## src/hw/bridge_window_pkg.sv

```systemverilog
// Constants for the bridge bus-number, I/O window and status registers.
package bridge_window_pkg;
  localparam int ADDR_W = 8;
  localparam int DATA_W = 32;
  localparam logic [7:0] OFF_HDR = 8'h0c;
  localparam logic [7:0] OFF_BUS = 8'h18;
  localparam logic [7:0] OFF_IOSTAT = 8'h1c;
  localparam logic [7:0] OFF_IO_UPPER = 8'h30;
  localparam logic [7:0] OFF_CTRL = 8'h3c;
  localparam logic [7:0] LATENCY_VAL = 8'h00;
  localparam logic [7:0] HEADER_TYPE_VAL = 8'h01;
  localparam logic [7:0] BUS_RST = 8'h00;
  localparam logic [3:0] IO_ADDR32_IND = 4'h1;
  localparam logic [3:0] IO_NIB_RST = 4'h0;
  localparam logic [15:0] IO_UPPER_RST = 16'h0000;
  localparam logic [11:0] IO_LOW_ZERO = 12'h000;
  localparam logic [11:0] IO_LOW_ONES = 12'hfff;
  localparam int CTRL_PER_BIT = 0;
  localparam int CTRL_SERR_BIT = 1;
  localparam int NUM_FLAGS = 6;
  localparam int FLAG_MPE = 0;
  localparam int FLAG_STA = 1;
  localparam int FLAG_RTA = 2;
  localparam int FLAG_RMA = 3;
  localparam int FLAG_SSE = 4;
  localparam int FLAG_DPE = 5;
  localparam logic [NUM_FLAGS-1:0] FLAG_W1C_MASK = 6'h31;
  localparam logic [NUM_FLAGS-1:0] FLAG_RST = 6'h00;
  localparam int POS_MPE = 24;
  localparam int POS_STA = 27;
  localparam int POS_RTA = 28;
  localparam int POS_RMA = 29;
  localparam int POS_SSE = 30;
  localparam int POS_DPE = 31;
endpackage

```

## src/hw/bridge_bus_io_window_regs.sv

```systemverilog
// Bridge bus numbers, I/O forwarding window and secondary status registers.
`timescale 1ns/10ps
`default_nettype none
// What this block does
// Both latency timer bytes read constant zero.
// Header type byte reads one at 0Ch.
// Primary bus number, RW, resets zero.
// Secondary bus number, RW, resets zero.
// Subordinate bus number, RW, resets zero.
// I/O base/limit low nibbles read one.
// Base nibble gives address 15:12, low zeros.
// Limit nibble gives address 15:12, low ones.
// Forward I/O only inside base..limit range.
// Upper 16 bounds come from upper registers.
// Status bits 21, 23, 26:25 read zero.
// Parity flag set only when response enabled.
// Completer abort sent flag, read-only sticky.
// Completer abort received flag, read-only sticky.
// Unsupported request received flag, read-only sticky.
// System error flag needs report enable, W1C.
// Poisoned TLP flag, write-one-to-clear.
// Write one clears; new event beats clear.
// Reserved status bits read zero, ignore writes.
module bridge_bus_io_window_regs
  import bridge_window_pkg::*;
(
  input wire logic ref_clk,
  input wire logic arst_n,
  input wire logic [ADDR_W-1:0] address,
  input wire logic read,
  input wire logic write,
  input wire logic [DATA_W-1:0] writedata,
  input wire logic [3:0] byteenable,
  output logic [DATA_W-1:0] readdata,
  output logic waitrequest,
  input wire logic sec_parity_err,
  input wire logic sec_abort_sent,
  input wire logic sec_abort_rcvd,
  input wire logic sec_unsupp_rcvd,
  input wire logic err_msg_sent,
  input wire logic sec_poisoned_rcvd,
  input wire logic io_req_valid,
  input wire logic [31:0] io_req_addr,
  output logic io_forward,
  output logic [7:0] upstream_bus_num,
  output logic [7:0] downstream_bus_num,
  output logic [7:0] highest_bus_num
);

  logic ack_r;
  logic [DATA_W-1:0] rdata_r;
  logic [7:0] up_bus_r;
  logic [7:0] dn_bus_r;
  logic [7:0] hi_bus_r;
  logic [3:0] io_base_nib_r;
  logic [3:0] io_lim_nib_r;
  logic [15:0] io_base_up_r;
  logic [15:0] io_lim_up_r;
  logic [1:0] ctrl_r;
  logic [NUM_FLAGS-1:0] flag_r;
  logic io_fwd_r;

  // One wait state per access: the first cycle registers the read data,
  // the second releases waitrequest so the data is already stable.
  wire req = read | write;
  assign waitrequest = req & ~ack_r;
  wire wr_fire = write & ack_r;
  wire sel_hdr = address == OFF_HDR;
  wire sel_bus = address == OFF_BUS;
  wire sel_iostat = address == OFF_IOSTAT;
  wire sel_upper = address == OFF_IO_UPPER;
  wire sel_ctrl = address == OFF_CTRL;
  wire wr_bus = wr_fire & sel_bus;
  wire wr_iostat = wr_fire & sel_iostat;
  wire wr_upper = wr_fire & sel_upper;
  wire wr_ctrl = wr_fire & sel_ctrl;

  wire per_en = ctrl_r[CTRL_PER_BIT];
  wire serr_en = ctrl_r[CTRL_SERR_BIT];

  // Hardware events feeding the sticky flags.
  wire [NUM_FLAGS-1:0] flag_ev;
  assign flag_ev[FLAG_MPE] = sec_parity_err & per_en;
  assign flag_ev[FLAG_STA] = sec_abort_sent;
  assign flag_ev[FLAG_RTA] = sec_abort_rcvd;
  assign flag_ev[FLAG_RMA] = sec_unsupp_rcvd;
  assign flag_ev[FLAG_SSE] = err_msg_sent & serr_en;
  assign flag_ev[FLAG_DPE] = sec_poisoned_rcvd;

  // Clear requests from a byte-3 write; read-only flags are masked out.
  wire w1c_lane = wr_iostat & byteenable[3];
  wire [NUM_FLAGS-1:0] wr_ones;
  assign wr_ones[FLAG_MPE] = writedata[POS_MPE];
  assign wr_ones[FLAG_STA] = writedata[POS_STA];
  assign wr_ones[FLAG_RTA] = writedata[POS_RTA];
  assign wr_ones[FLAG_RMA] = writedata[POS_RMA];
  assign wr_ones[FLAG_SSE] = writedata[POS_SSE];
  assign wr_ones[FLAG_DPE] = writedata[POS_DPE];
  wire [NUM_FLAGS-1:0] flag_clr =
    {NUM_FLAGS{w1c_lane}} & wr_ones & FLAG_W1C_MASK;

  // Read words; unused fields and reserved bits are constant zero.
  wire [15:0] sec_status = {flag_r[FLAG_DPE], flag_r[FLAG_SSE],
    flag_r[FLAG_RMA], flag_r[FLAG_RTA], flag_r[FLAG_STA], 2'b00,
    flag_r[FLAG_MPE], 8'h00};
  wire [31:0] word_hdr = {8'h00, HEADER_TYPE_VAL, LATENCY_VAL,
    8'h00};
  wire [31:0] word_bus = {LATENCY_VAL, hi_bus_r, dn_bus_r,
    up_bus_r};
  wire [31:0] word_iostat = {sec_status, io_lim_nib_r, IO_ADDR32_IND,
    io_base_nib_r, IO_ADDR32_IND};
  wire [31:0] word_upper = {io_lim_up_r, io_base_up_r};
  wire [31:0] word_ctrl = {30'h0, ctrl_r};
  wire [31:0] rd_mux = sel_hdr ? word_hdr :
    sel_bus ? word_bus :
    sel_iostat ? word_iostat :
    sel_upper ? word_upper :
    sel_ctrl ? word_ctrl : 32'h0000_0000;
  assign readdata = rdata_r;

  // Full 32-bit window bounds.
  wire [31:0] io_bottom = {io_base_up_r, io_base_nib_r,
    IO_LOW_ZERO};
  wire [31:0] io_top = {io_lim_up_r, io_lim_nib_r,
    IO_LOW_ONES};
  wire io_in_range = (io_req_addr >= io_bottom) &&
    (io_req_addr <= io_top);
  assign io_forward = io_fwd_r;
  assign upstream_bus_num = up_bus_r;
  assign downstream_bus_num = dn_bus_r;
  assign highest_bus_num = hi_bus_r;

  always_ff @(posedge ref_clk or negedge arst_n) begin
    if (!arst_n) begin
      ack_r <= 1'b0;
      rdata_r <= 32'h0000_0000;
    end else begin
      ack_r <= req & ~ack_r;
      if (read & ~ack_r) begin
        rdata_r <= rd_mux;
      end
    end
  end

  always_ff @(posedge ref_clk or negedge arst_n) begin
    if (!arst_n) begin
      up_bus_r <= BUS_RST;
      dn_bus_r <= BUS_RST;
      hi_bus_r <= BUS_RST;
    end else begin
      if (wr_bus & byteenable[0]) begin
        up_bus_r <= writedata[7:0];
      end
      if (wr_bus & byteenable[1]) begin
        dn_bus_r <= writedata[15:8];
      end
      if (wr_bus & byteenable[2]) begin
        hi_bus_r <= writedata[23:16];
      end
    end
  end

  always_ff @(posedge ref_clk or negedge arst_n) begin
    if (!arst_n) begin
      io_base_nib_r <= IO_NIB_RST;
      io_lim_nib_r <= IO_NIB_RST;
    end else begin
      if (wr_iostat & byteenable[0]) begin
        io_base_nib_r <= writedata[7:4];
      end
      if (wr_iostat & byteenable[1]) begin
        io_lim_nib_r <= writedata[15:12];
      end
    end
  end

  always_ff @(posedge ref_clk or negedge arst_n) begin
    if (!arst_n) begin
      io_base_up_r <= IO_UPPER_RST;
      io_lim_up_r <= IO_UPPER_RST;
      ctrl_r <= 2'b00;
    end else begin
      if (wr_upper & byteenable[0]) begin
        io_base_up_r[7:0] <= writedata[7:0];
      end
      if (wr_upper & byteenable[1]) begin
        io_base_up_r[15:8] <= writedata[15:8];
      end
      if (wr_upper & byteenable[2]) begin
        io_lim_up_r[7:0] <= writedata[23:16];
      end
      if (wr_upper & byteenable[3]) begin
        io_lim_up_r[15:8] <= writedata[31:24];
      end
      if (wr_ctrl & byteenable[0]) begin
        ctrl_r <= writedata[1:0];
      end
    end
  end

  // A set in the same cycle as a clear wins, so no event is lost.
  genvar gi;
  generate
    for (gi = 0; gi < NUM_FLAGS; gi++) begin : g_flag
      always_ff @(posedge ref_clk or negedge arst_n) begin
        if (!arst_n) begin
          flag_r[gi] <= FLAG_RST[gi];
        end else begin
          flag_r[gi] <= flag_ev[gi] | (flag_r[gi] & ~flag_clr[gi]);
        end
      end
    end
  endgenerate

  // The forwarding decision is registered: one cycle after the request.
  always_ff @(posedge ref_clk or negedge arst_n) begin
    if (!arst_n) begin
      io_fwd_r <= 1'b0;
    end else begin
      io_fwd_r <= io_req_valid & io_in_range;
    end
  end
endmodule // bridge_bus_io_window_regs
`default_nettype wire

```

## config.mk

```make
export PLATFORM = sky130hd
export DESIGN_NAME = bridge_bus_io_window_regs
export DESIGN_NICKNAME = d
export VERILOG_FILES = /design/src/hw/bridge_window_pkg.sv /design/src/hw/bridge_bus_io_window_regs.sv
export SDC_FILE = /design/constraint.sdc
export NUM_CORES = 1
export LEC_CHECK = 0
export BUFFER_PORTS_ARGS = -buffer_cell sky130_fd_sc_hd__buf_2
export CAP_MARGIN = 20
export CORE_UTILIZATION = 53
export DETAILED_ROUTE_END_ITERATION = 7
export GPL_TIMING_DRIVEN = 1
export PLACE_DENSITY_LB_ADDON = 0.15
export SKIP_LAST_GASP = 1
export SLEW_MARGIN = 15
export SYNTH_ARGS = -nofsm -noshare
export SYNTH_HDL_FRONTEND = slang
export SYNTH_SLANG_ARGS = --single-unit
```

## constraint.sdc

```tcl
create_clock -name ref_clk -period 2.6 [get_ports ref_clk]
set_clock_uncertainty 0.05 [all_clocks]
set_input_delay 0.52 -clock ref_clk [delete_from_list [all_inputs] [get_ports ref_clk]]
set_output_delay 0.52 -clock ref_clk [all_outputs]
set_load 0.01 [all_outputs]
```

== Yosys cells after proc, flatten, opt, wreduce, memory -nomap -nowiden ==
Cells that the tools add are included.

* Bits in registers: 106
* Input port bits: 87
* Output and inout bits: 58

* Order comparisons: 2
* Equal/unequal tests: 5
* Muxes and demuxes: 5
* Bitwise operators: 36
* Reduce and logical (&&, ||, !) cells: 1

{| class="wikitable"
|+ Operators with widths
! cell !! number
|-
| $mux 32 || 4
|-
| $ge 32x32->1 || 1
|-
| $le 32x32->1 || 1
|-
| $and 1x1->1 || 24
|-
| $eq 8x5->1 const B || 2
|-
| $eq 8x6->1 const B || 2
|-
| $eq 8x4->1 const B || 1
|-
| $or 1x1->1 || 7
|-
| $and 6x6->6 || 1
|-
| $not 1->1 || 4
|-
| $mux 2 || 1
|-
| $logic_and 1x1->1 || 1
|}

== Logic depth before layout (Yosys ltp) ==
Gate-level depths: netlist (run 1).

* Depth in word-level cells: 7
* Mapped depth: 8

== Worst setup path after synthesis (run 1) ==
OpenSTA, ideal clock, no wires.

* Path type: in2reg
* Start: in io_req_addr[31]
* End: reg io_fwd_r (netlist: io_forward)
* Library setup time: 0.094 ns
* Data arrival time: 2.008 ns
* Required time: 2.456 ns
* Setup slack: 0.448 ns
* Stages: 6
* Path buffers: 0
* Path through: ha_1 nand4_1 or4_1 a2111oi_1 nor3_1 a221oi_2

* Cells in the longest elaborated chain, start to end: 3
* Elaborated cells on any way between the ends: 4

{| class="wikitable"
|+ RTL lines
! what !! RTL line !! source
|-
| start: declaration || bridge_bus_io_window_regs.sv:43 || <nowiki>input wire logic [31:0] io_req_addr,</nowiki>
|-
| $ge 32x32->1 or $le 32x32->1 (tied branches) || bridge_bus_io_window_regs.sv:126, bridge_bus_io_window_regs.sv:127 ||
|-
| $logic_and 1x1->1 (*) || bridge_bus_io_window_regs.sv:126 || <nowiki>wire io_in_range = (io_req_addr >= io_bottom) &&</nowiki>
|-
| $and 1x1->1 (*) || bridge_bus_io_window_regs.sv:220 || <nowiki>io_fwd_r <= io_req_valid & io_in_range;</nowiki>
|-
| end signal: assignment || bridge_bus_io_window_regs.sv:220 ||
|-
| end: declaration || bridge_bus_io_window_regs.sv:61 || <nowiki>logic io_fwd_r;</nowiki>
|}

Mark *: on every way between the ends. The rest lies on a longest branch, timed or not.
A chain may end at the register's enable or synchronous reset.

== Final worst setup path (run 1) ==
* Start: reg io_base_up_r[9]
* End: reg io_fwd_r (netlist: io_forward)

* Cells in the longest elaborated chain, start to end: 3

{| class="wikitable"
|+ RTL lines
! what !! RTL line !! source
|-
| start: declaration || bridge_bus_io_window_regs.sv:57 || <nowiki>logic [15:0] io_base_up_r;</nowiki>
|-
| start signal: assignment || bridge_bus_io_window_regs.sv:187 || <nowiki>io_base_up_r[15:8] <= writedata[15:8];</nowiki>
|-
| $ge 32x32->1 || bridge_bus_io_window_regs.sv:126 ||
|-
| $logic_and 1x1->1 || bridge_bus_io_window_regs.sv:126 ||
|-
| $and 1x1->1 || bridge_bus_io_window_regs.sv:220 ||
|}

Every way passes these cells.

==> results.ini, run 1 <==
[finish]
layout.nets=739
area_growth_pct=19.04
n_antenna_cell=0
stdcell_count=748
final_area_um2=6507
drive_gt1_frac=0.3984

[pwr]
p_switching_mw=0.7459
swShare=0.2555
seqPwrFrac=0.581
max-vdd-ir-drop_mv=0.2543
cell_internal_pwr_mw=2.173
power_mw=2.919
pwr-share-clk=0.309
combPwrFrac=0.110
p_leak_nw=3.415
p_per_area_nw_per_um2=448.6

[yosys]
syn_avg_cell_area_um2=11.81
synth_fp_nets=590
synth.cell_area_um2=5466
ys.flop_type=dfrtp_1
synth-warning-count=0
yosysSeqAreaShare=0.4852
ys_top_cells_by_count=106 x dfrtp_1, 55 x inv_1, 50 x mux2_2
synth_cells=463
synth_top_area_share=0.4852
synth-async-reset-ratio=1.000
synth_edf_count=0
synth_top_area_cell=dfrtp_1
synth_cell_types=46
ys_ff_latch=106
synth_area_leaders=dfrtp_1 49%, mux2_2 10%, ha_1 9.2%
post-synth-top-count-cell=dfrtp_1

[flow_run]
drv_cap=0

[routing]
drtAntennaViolNets=0
dr.pass1.iters=5
drc_errors=0
wire_per_inst_um=18.34
viasPerCell=5.680
drt_iter0_markers=247
wl_um=13720
vias=4249

[sta]
rsz0062_at_grt=no
period_needed_ps=2277
finalSetupTns_ps=0
slew_headroom=0.6343
tightest_slew_ps=548.5
fin_crit_sh=0.8759
hold_viol=0
hold_ws_ps=281.8
setup_viol=0
fmax_mhz=439.1
drv_slew=0

[clock_network]
cts_tree=yes
cts-root-buf=clkbuf_8
path_clk_slew_ps=90
htreeDepth=3
clk_latency_ps=370
cts_buffers=9
cts_sinks=106
clockBufferDepth=2

[floorplan]
core-area_um2=9864
initial_core_util=0.5542
rows=36
die_w_um=103.6
io_pins=145
dieArea_um2=10720
die_h_um=103.6

[grt]
grt_pass1_vias=4318
overflow=0
antenna_found_initial=0
grt_pass1_wl_um=22200
grt_usage=0.2668
grt_max_degree=86

[place]
gp_congestion=0.8689
dp_hpwl_um=10550
io_buffers=144
placed_area_um2=6337
placed_cells=733

[critical_path]
crit_fanout=3
crit_type=reg2reg
cp_cell_sequence=inv_1 -> ha_1 -> nand4_1 -> or4_1 -> a2111oi_1 -> nor3_1 -> a221oi_2
critPathMaxStageDelay_ps=590
arrival_ps=2500
worstPathRequired_ps=2820
critPathSlowestCell=or4_1
endpoint_kind=flop
worstSetupStartpointType=flop

[hold_path]
min_path_type=in2reg

[run_status]
status=finished clean

==> layer usage <==
layer  part of all wire  global-route usage  up-vias  wire length [um]
met1               0.44              0.3642     2067              6095
met3              0.066             0.04720       23               899
met5                  0                   0        -                 0
li1                   -                   -     1993                 -
met4              0.022              0.1025        0               299
met2               0.47              0.4252      166              6420
==> cell usage in the layout (no fill, tap or decap), drive strengths merged, types with 3 or more instances in the layout <==
| cell type | count |
|---|---|
| nor3 | 3 |
| ha | 40 |
| a221oi | 5 |
| nor4 | 3 |
| a222oi | 21 |
| a21o | 5 |
| and3 | 4 |
| o21ai | 25 |
| a21oi | 18 |
| nor2 | 10 |
| nor4b | 3 |
| a22o | 4 |
| buf | 153 |
| nand4 | 14 |
| mux2 | 66 |
| a22oi | 6 |
| and4 | 3 |
| or2 | 4 |
| inv | 55 |
| dfrtp | 106 |
| clkbuf | 12 |
| nand2 | 37 |
==> metrics by stage <==
| step | utilization | setup WS (ps) |
|---|---|---|
| after floorplan | - | 447.8 |
| after detailed placement | 0.6424 | 132.3 |
| final | 0.6597 | 322.5 |
| after global routing | 0.6597 | 193.7 |
| after CTS | 0.6597 | 311.4 |
| after global placement | 0.6424 | 179.8 |
==> power by group through the flow <==
stage	combinational, mW	sequential [mW]	clock (mW)
6_report	0.322	1.70	0.902
5_1_grt	0.361	1.70	0.990
4_1_cts	0.324	1.70	0.922
3_5_place_dp	0.321	1.73	0
3_3_place_gp	0.312	1.73	0
2_1_floorplan	0.138	1.72	0
==> path summary, 6_finish.rpt <==
check	startpoint	to	slack [ps]	depth (start not counted)
max reg2reg	io_base_up_r[9]	io_forward	320	7
min in group asynchronous	arst_n	readdata[7]	520	2
max	io_base_up_r[9]	io_forward	320	7
max in group asynchronous	arst_n	downstream_bus_num[1]	1240	3
min	sec_poisoned_rcvd	flag_r[5]	280	2
min reg2reg	flag_r[3]	flag_r[3]	430	1
==> sequential cells by signal (all words and copies together), names as in the netlist <==
signal and count:
io_forward 1, upstream_bus_num 8, io_base_nib_r 4, highest_bus_num 8
readdata 32, ack_r 1, io_lim_up_r 16, io_lim_nib_r 4
downstream_bus_num 8, flag_r 6, io_base_up_r 16, ctrl_r 2
==> worst max-delay path: cells and delay by family (launching register included) <==
kind            cells  cell delay [ps]
compound gates      2              530
flops               1              400
fa+ha+maj           1              290
buf+inv             1               60
simple gates        3              850
==> timing repair <==
item | 4_1_cts | 5_1_grt
hold buffers | 1 | 0
setup buffers | 0 | 0
gates resized for setup | 0 | 0
hold endpoints to repair | 21 | 0
==> cell families (layout without fill, tap and decap cells) <==
group | after synthesis | count (layout) | synth area share
adders and majority gates | 40 | 40 | 0.09155
DFF | 106 | 106 | 0.4852
AOI/OAI and AO/OA | 89 | 89 | 0.1165
and+or+nand+nor | 91 | 91 | 0.1039
muxes | 66 | 66 | 0.1469
buffers and inverters | 71 | 223 | 0.05585
==> area by class of cell <==
| type | instances | area (um2) |
|---|---|---|
| fill | 819 | 3357 |
| clock buffer | 12 | 145.1 |
| multi-input combinational | 286 | 2509 |
| timing repair buffer | 154 | 813.3 |
| sequential | 106 | 2653 |
| inverter | 55 | 206.4 |
| clock inverter | 2 | 15.01 |
| tap | 133 | 166.4 |
No activity file was read; power rests on OpenSTA's default activity.
==> run 2: changes to the inputs <==
--- a/config.mk
+++ b/config.mk
@@ -10,7 +10,7 @@
 export CORE_UTILIZATION = 53
 export DETAILED_ROUTE_END_ITERATION = 7
 export GPL_TIMING_DRIVEN = 1
-export PLACE_DENSITY_LB_ADDON = 0.15
+export PLACE_DENSITY = 0.79
 export SKIP_LAST_GASP = 1
 export SLEW_MARGIN = 15
 export SYNTH_ARGS = -nofsm -noshare
==> run 2 against run 1 <==
Fmax shrank 3.0%. Largest power group unchanged. Register-to-register slack got worse by 70 ps. Critical endpoint unchanged. Wire length increased by 0.18%. Flip-flop and latch count unchanged. Die area did not move. Global-route usage is 0.48 points lower. Critical path depth stayed put.
==> results.ini, run 2 (synthesized netlist as in run 1, its figures left out) <==
[routing]
vias=4349  ; +2.4%
viasPerCell=5.799  ; +2.1%
wl_um=13740  ; +0.18%
drc_errors=0  ; unchanged
drtAntennaViolNets=0  ; unchanged
dr.pass1.iters=7  ; +2
drt_iter0_markers=257  ; +4.0%
wire_per_inst_um=18.32  ; about the same

[pwr]
p_leak_nw=3.439  ; +0.71%
max-vdd-ir-drop_mv=0.2959  ; +16%
p_per_area_nw_per_um2=457.3  ; +1.9%
power_mw=2.986  ; +2.3%

[critical_path]
worst-path-buf-inv=1  ; unchanged
arrival_ps=2570  ; +70 ps
critPathMaxStageDelay_ps=600  ; about the same
rr_worst_depth=7  ; unchanged
crit_type=reg2reg
worstSetupStartpointType=flop
endpoint_kind=flop
worstPathRequired_ps=2830  ; about the same
startpoint=io_base_up_r[15]
worst_path_dominant_cell_family=simple AND/OR/NAND/NOR gates
cp_cell_sequence=inv_1 -> ha_1 -> nand4_1 -> or4_1 -> a2111oi_1 -> nor3_1 -> a221oi_2
reg2reg_from=io_base_up_r[15]
critPathSlowestCell=or4_1
rr_endpoint=io_forward
r2r_setup_slack_ps=250  ; -70 ps
crit_fanout=3  ; unchanged

[grt]
grt.busiest_layer=met2
grt_use_met3=0.05286  ; +0.005664
grt_pass1_wl_um=22060  ; -0.65%
grt_usage=0.2620  ; -0.004795
antenna_found_initial=0  ; unchanged
grt_util_met1=0.3351  ; -0.02910
overflow=0  ; unchanged
grt_max_degree=48  ; -44%
grt_pass1_vias=4448  ; +3.0%
met2_usage=0.4396  ; +0.01438

[clock_network]
clk_latency_ps=370  ; about the same
cts_buffers=9  ; unchanged
clockBufferDepth=2  ; unchanged
cts-root-buf=clkbuf_8
ctsResizeCount=0  ; unchanged
post_cts_buffers=0  ; unchanged
cts_sinks=106  ; unchanged
holdBufCountCts=0  ; -1
cts_tree=yes
htreeDepth=3  ; unchanged
path_clk_slew_ps=110  ; +20 ps

[sta]
drv_slew=0  ; unchanged
setup_viol=0  ; unchanged
finalSetupTns_ps=0  ; unchanged
fmax_mhz=425.9  ; -3.0%
period_needed_ps=2348  ; +70.59 ps
rsz0062_at_grt=no
fin_crit_sh=0.9031  ; +0.02715
slew_headroom=0.6474  ; +0.01308
hold_ws_ps=65.82  ; -216.0 ps
tightest_slew_ps=528.9  ; -19.62 ps
hold_viol=0  ; unchanged

[finish]
layout_common_cells=143 x buf_2, 106 x dfrtp_1, 55 x inv_1
final_common_cell=buf_2
n_antenna_cell=0  ; unchanged
largest_register_ffs=32  ; unchanged
final_area_um2=6530  ; +0.35%
layout.nets=739  ; unchanged
drive_gt1_frac=0.4052  ; +0.006812
fillers=795  ; -2.9%
utilization=0.6620  ; +0.002283
area_growth_pct=19.46

[place]
dp_hpwl_um=10550  ; about the same
gp_congestion=0.9080  ; +4.5%
placed_area_um2=6345  ; +0.12%
io_buffers=144  ; unchanged

[run_status]
status=finished clean

[floorplan]
initial_core_util=0.5542  ; unchanged
die_h_um=103.6  ; unchanged
die_w_um=103.6  ; unchanged
core-area_um2=9864  ; unchanged
io_pins=145  ; unchanged
rows=36  ; unchanged
dieArea_um2=10720  ; unchanged

[hold_path]
min_path_type=in2async

[flow_run]
drv_cap=0  ; unchanged

-- run 2: cell types whose count changed in the layout (fill, tap and decap cells not counted), sizes merged --
| cell | change |
|---|---|
| buf | +1 |
| inv | +3 |
| clkinv | +4 |
| dlygate4sd3 | -1 |
| clkbuf | -3 |
| clkinvlp | -2 |
-- run 2: layer usage --
metal  wire length (um)  vias to the layer above
met5                  0                        -
met4                337                        0
met3               1002                       26
met2               6643                      189
met1               5757                     2143
li1                   -                     1991
-- run 2: worst max-delay path by stage --
| stage | to | cells after the start |
|---|---|---|
| after floorplan | io_forward | 6 |
| after global placement | io_forward | 7 |
| after detailed placement | io_forward | 7 |
| after CTS | io_forward | 7 |
| after global routing | io_forward | 7 |
| final | io_forward | 7 |
-- run 2: layout make-up --
class,count,area [um2],share of cell area
well taps,133,166.4,0.02548
repair buffers,154,810.8,0.1242
inverters,55,206.4,0.03162
multi-input cells,286,2509,0.3842
clock buffers,9,123.9,0.01897
flip-flops and latches,106,2653,0.4062
clock inverters,7,61.31,0.009389
-- run 2: through the flow --
stage / worst slack [ps] / cells
after floorplan: 447.8 / 463
after detailed placement: 105.7 / 734
after global placement: 199.5 / 734
after global routing: 136.1 / 750
final: 252.0 / 750
after CTS: 263.2 / 750
-- run 2: report_power, final --
| part | switching, mW | internal, mW |
|---|---|---|
| logic | 0.190 | 0.134 |
| clock network | 0.601 | 0.366 |
| registers | 0.0235 | 1.67 |
| total | 0.814 | 2.17 |
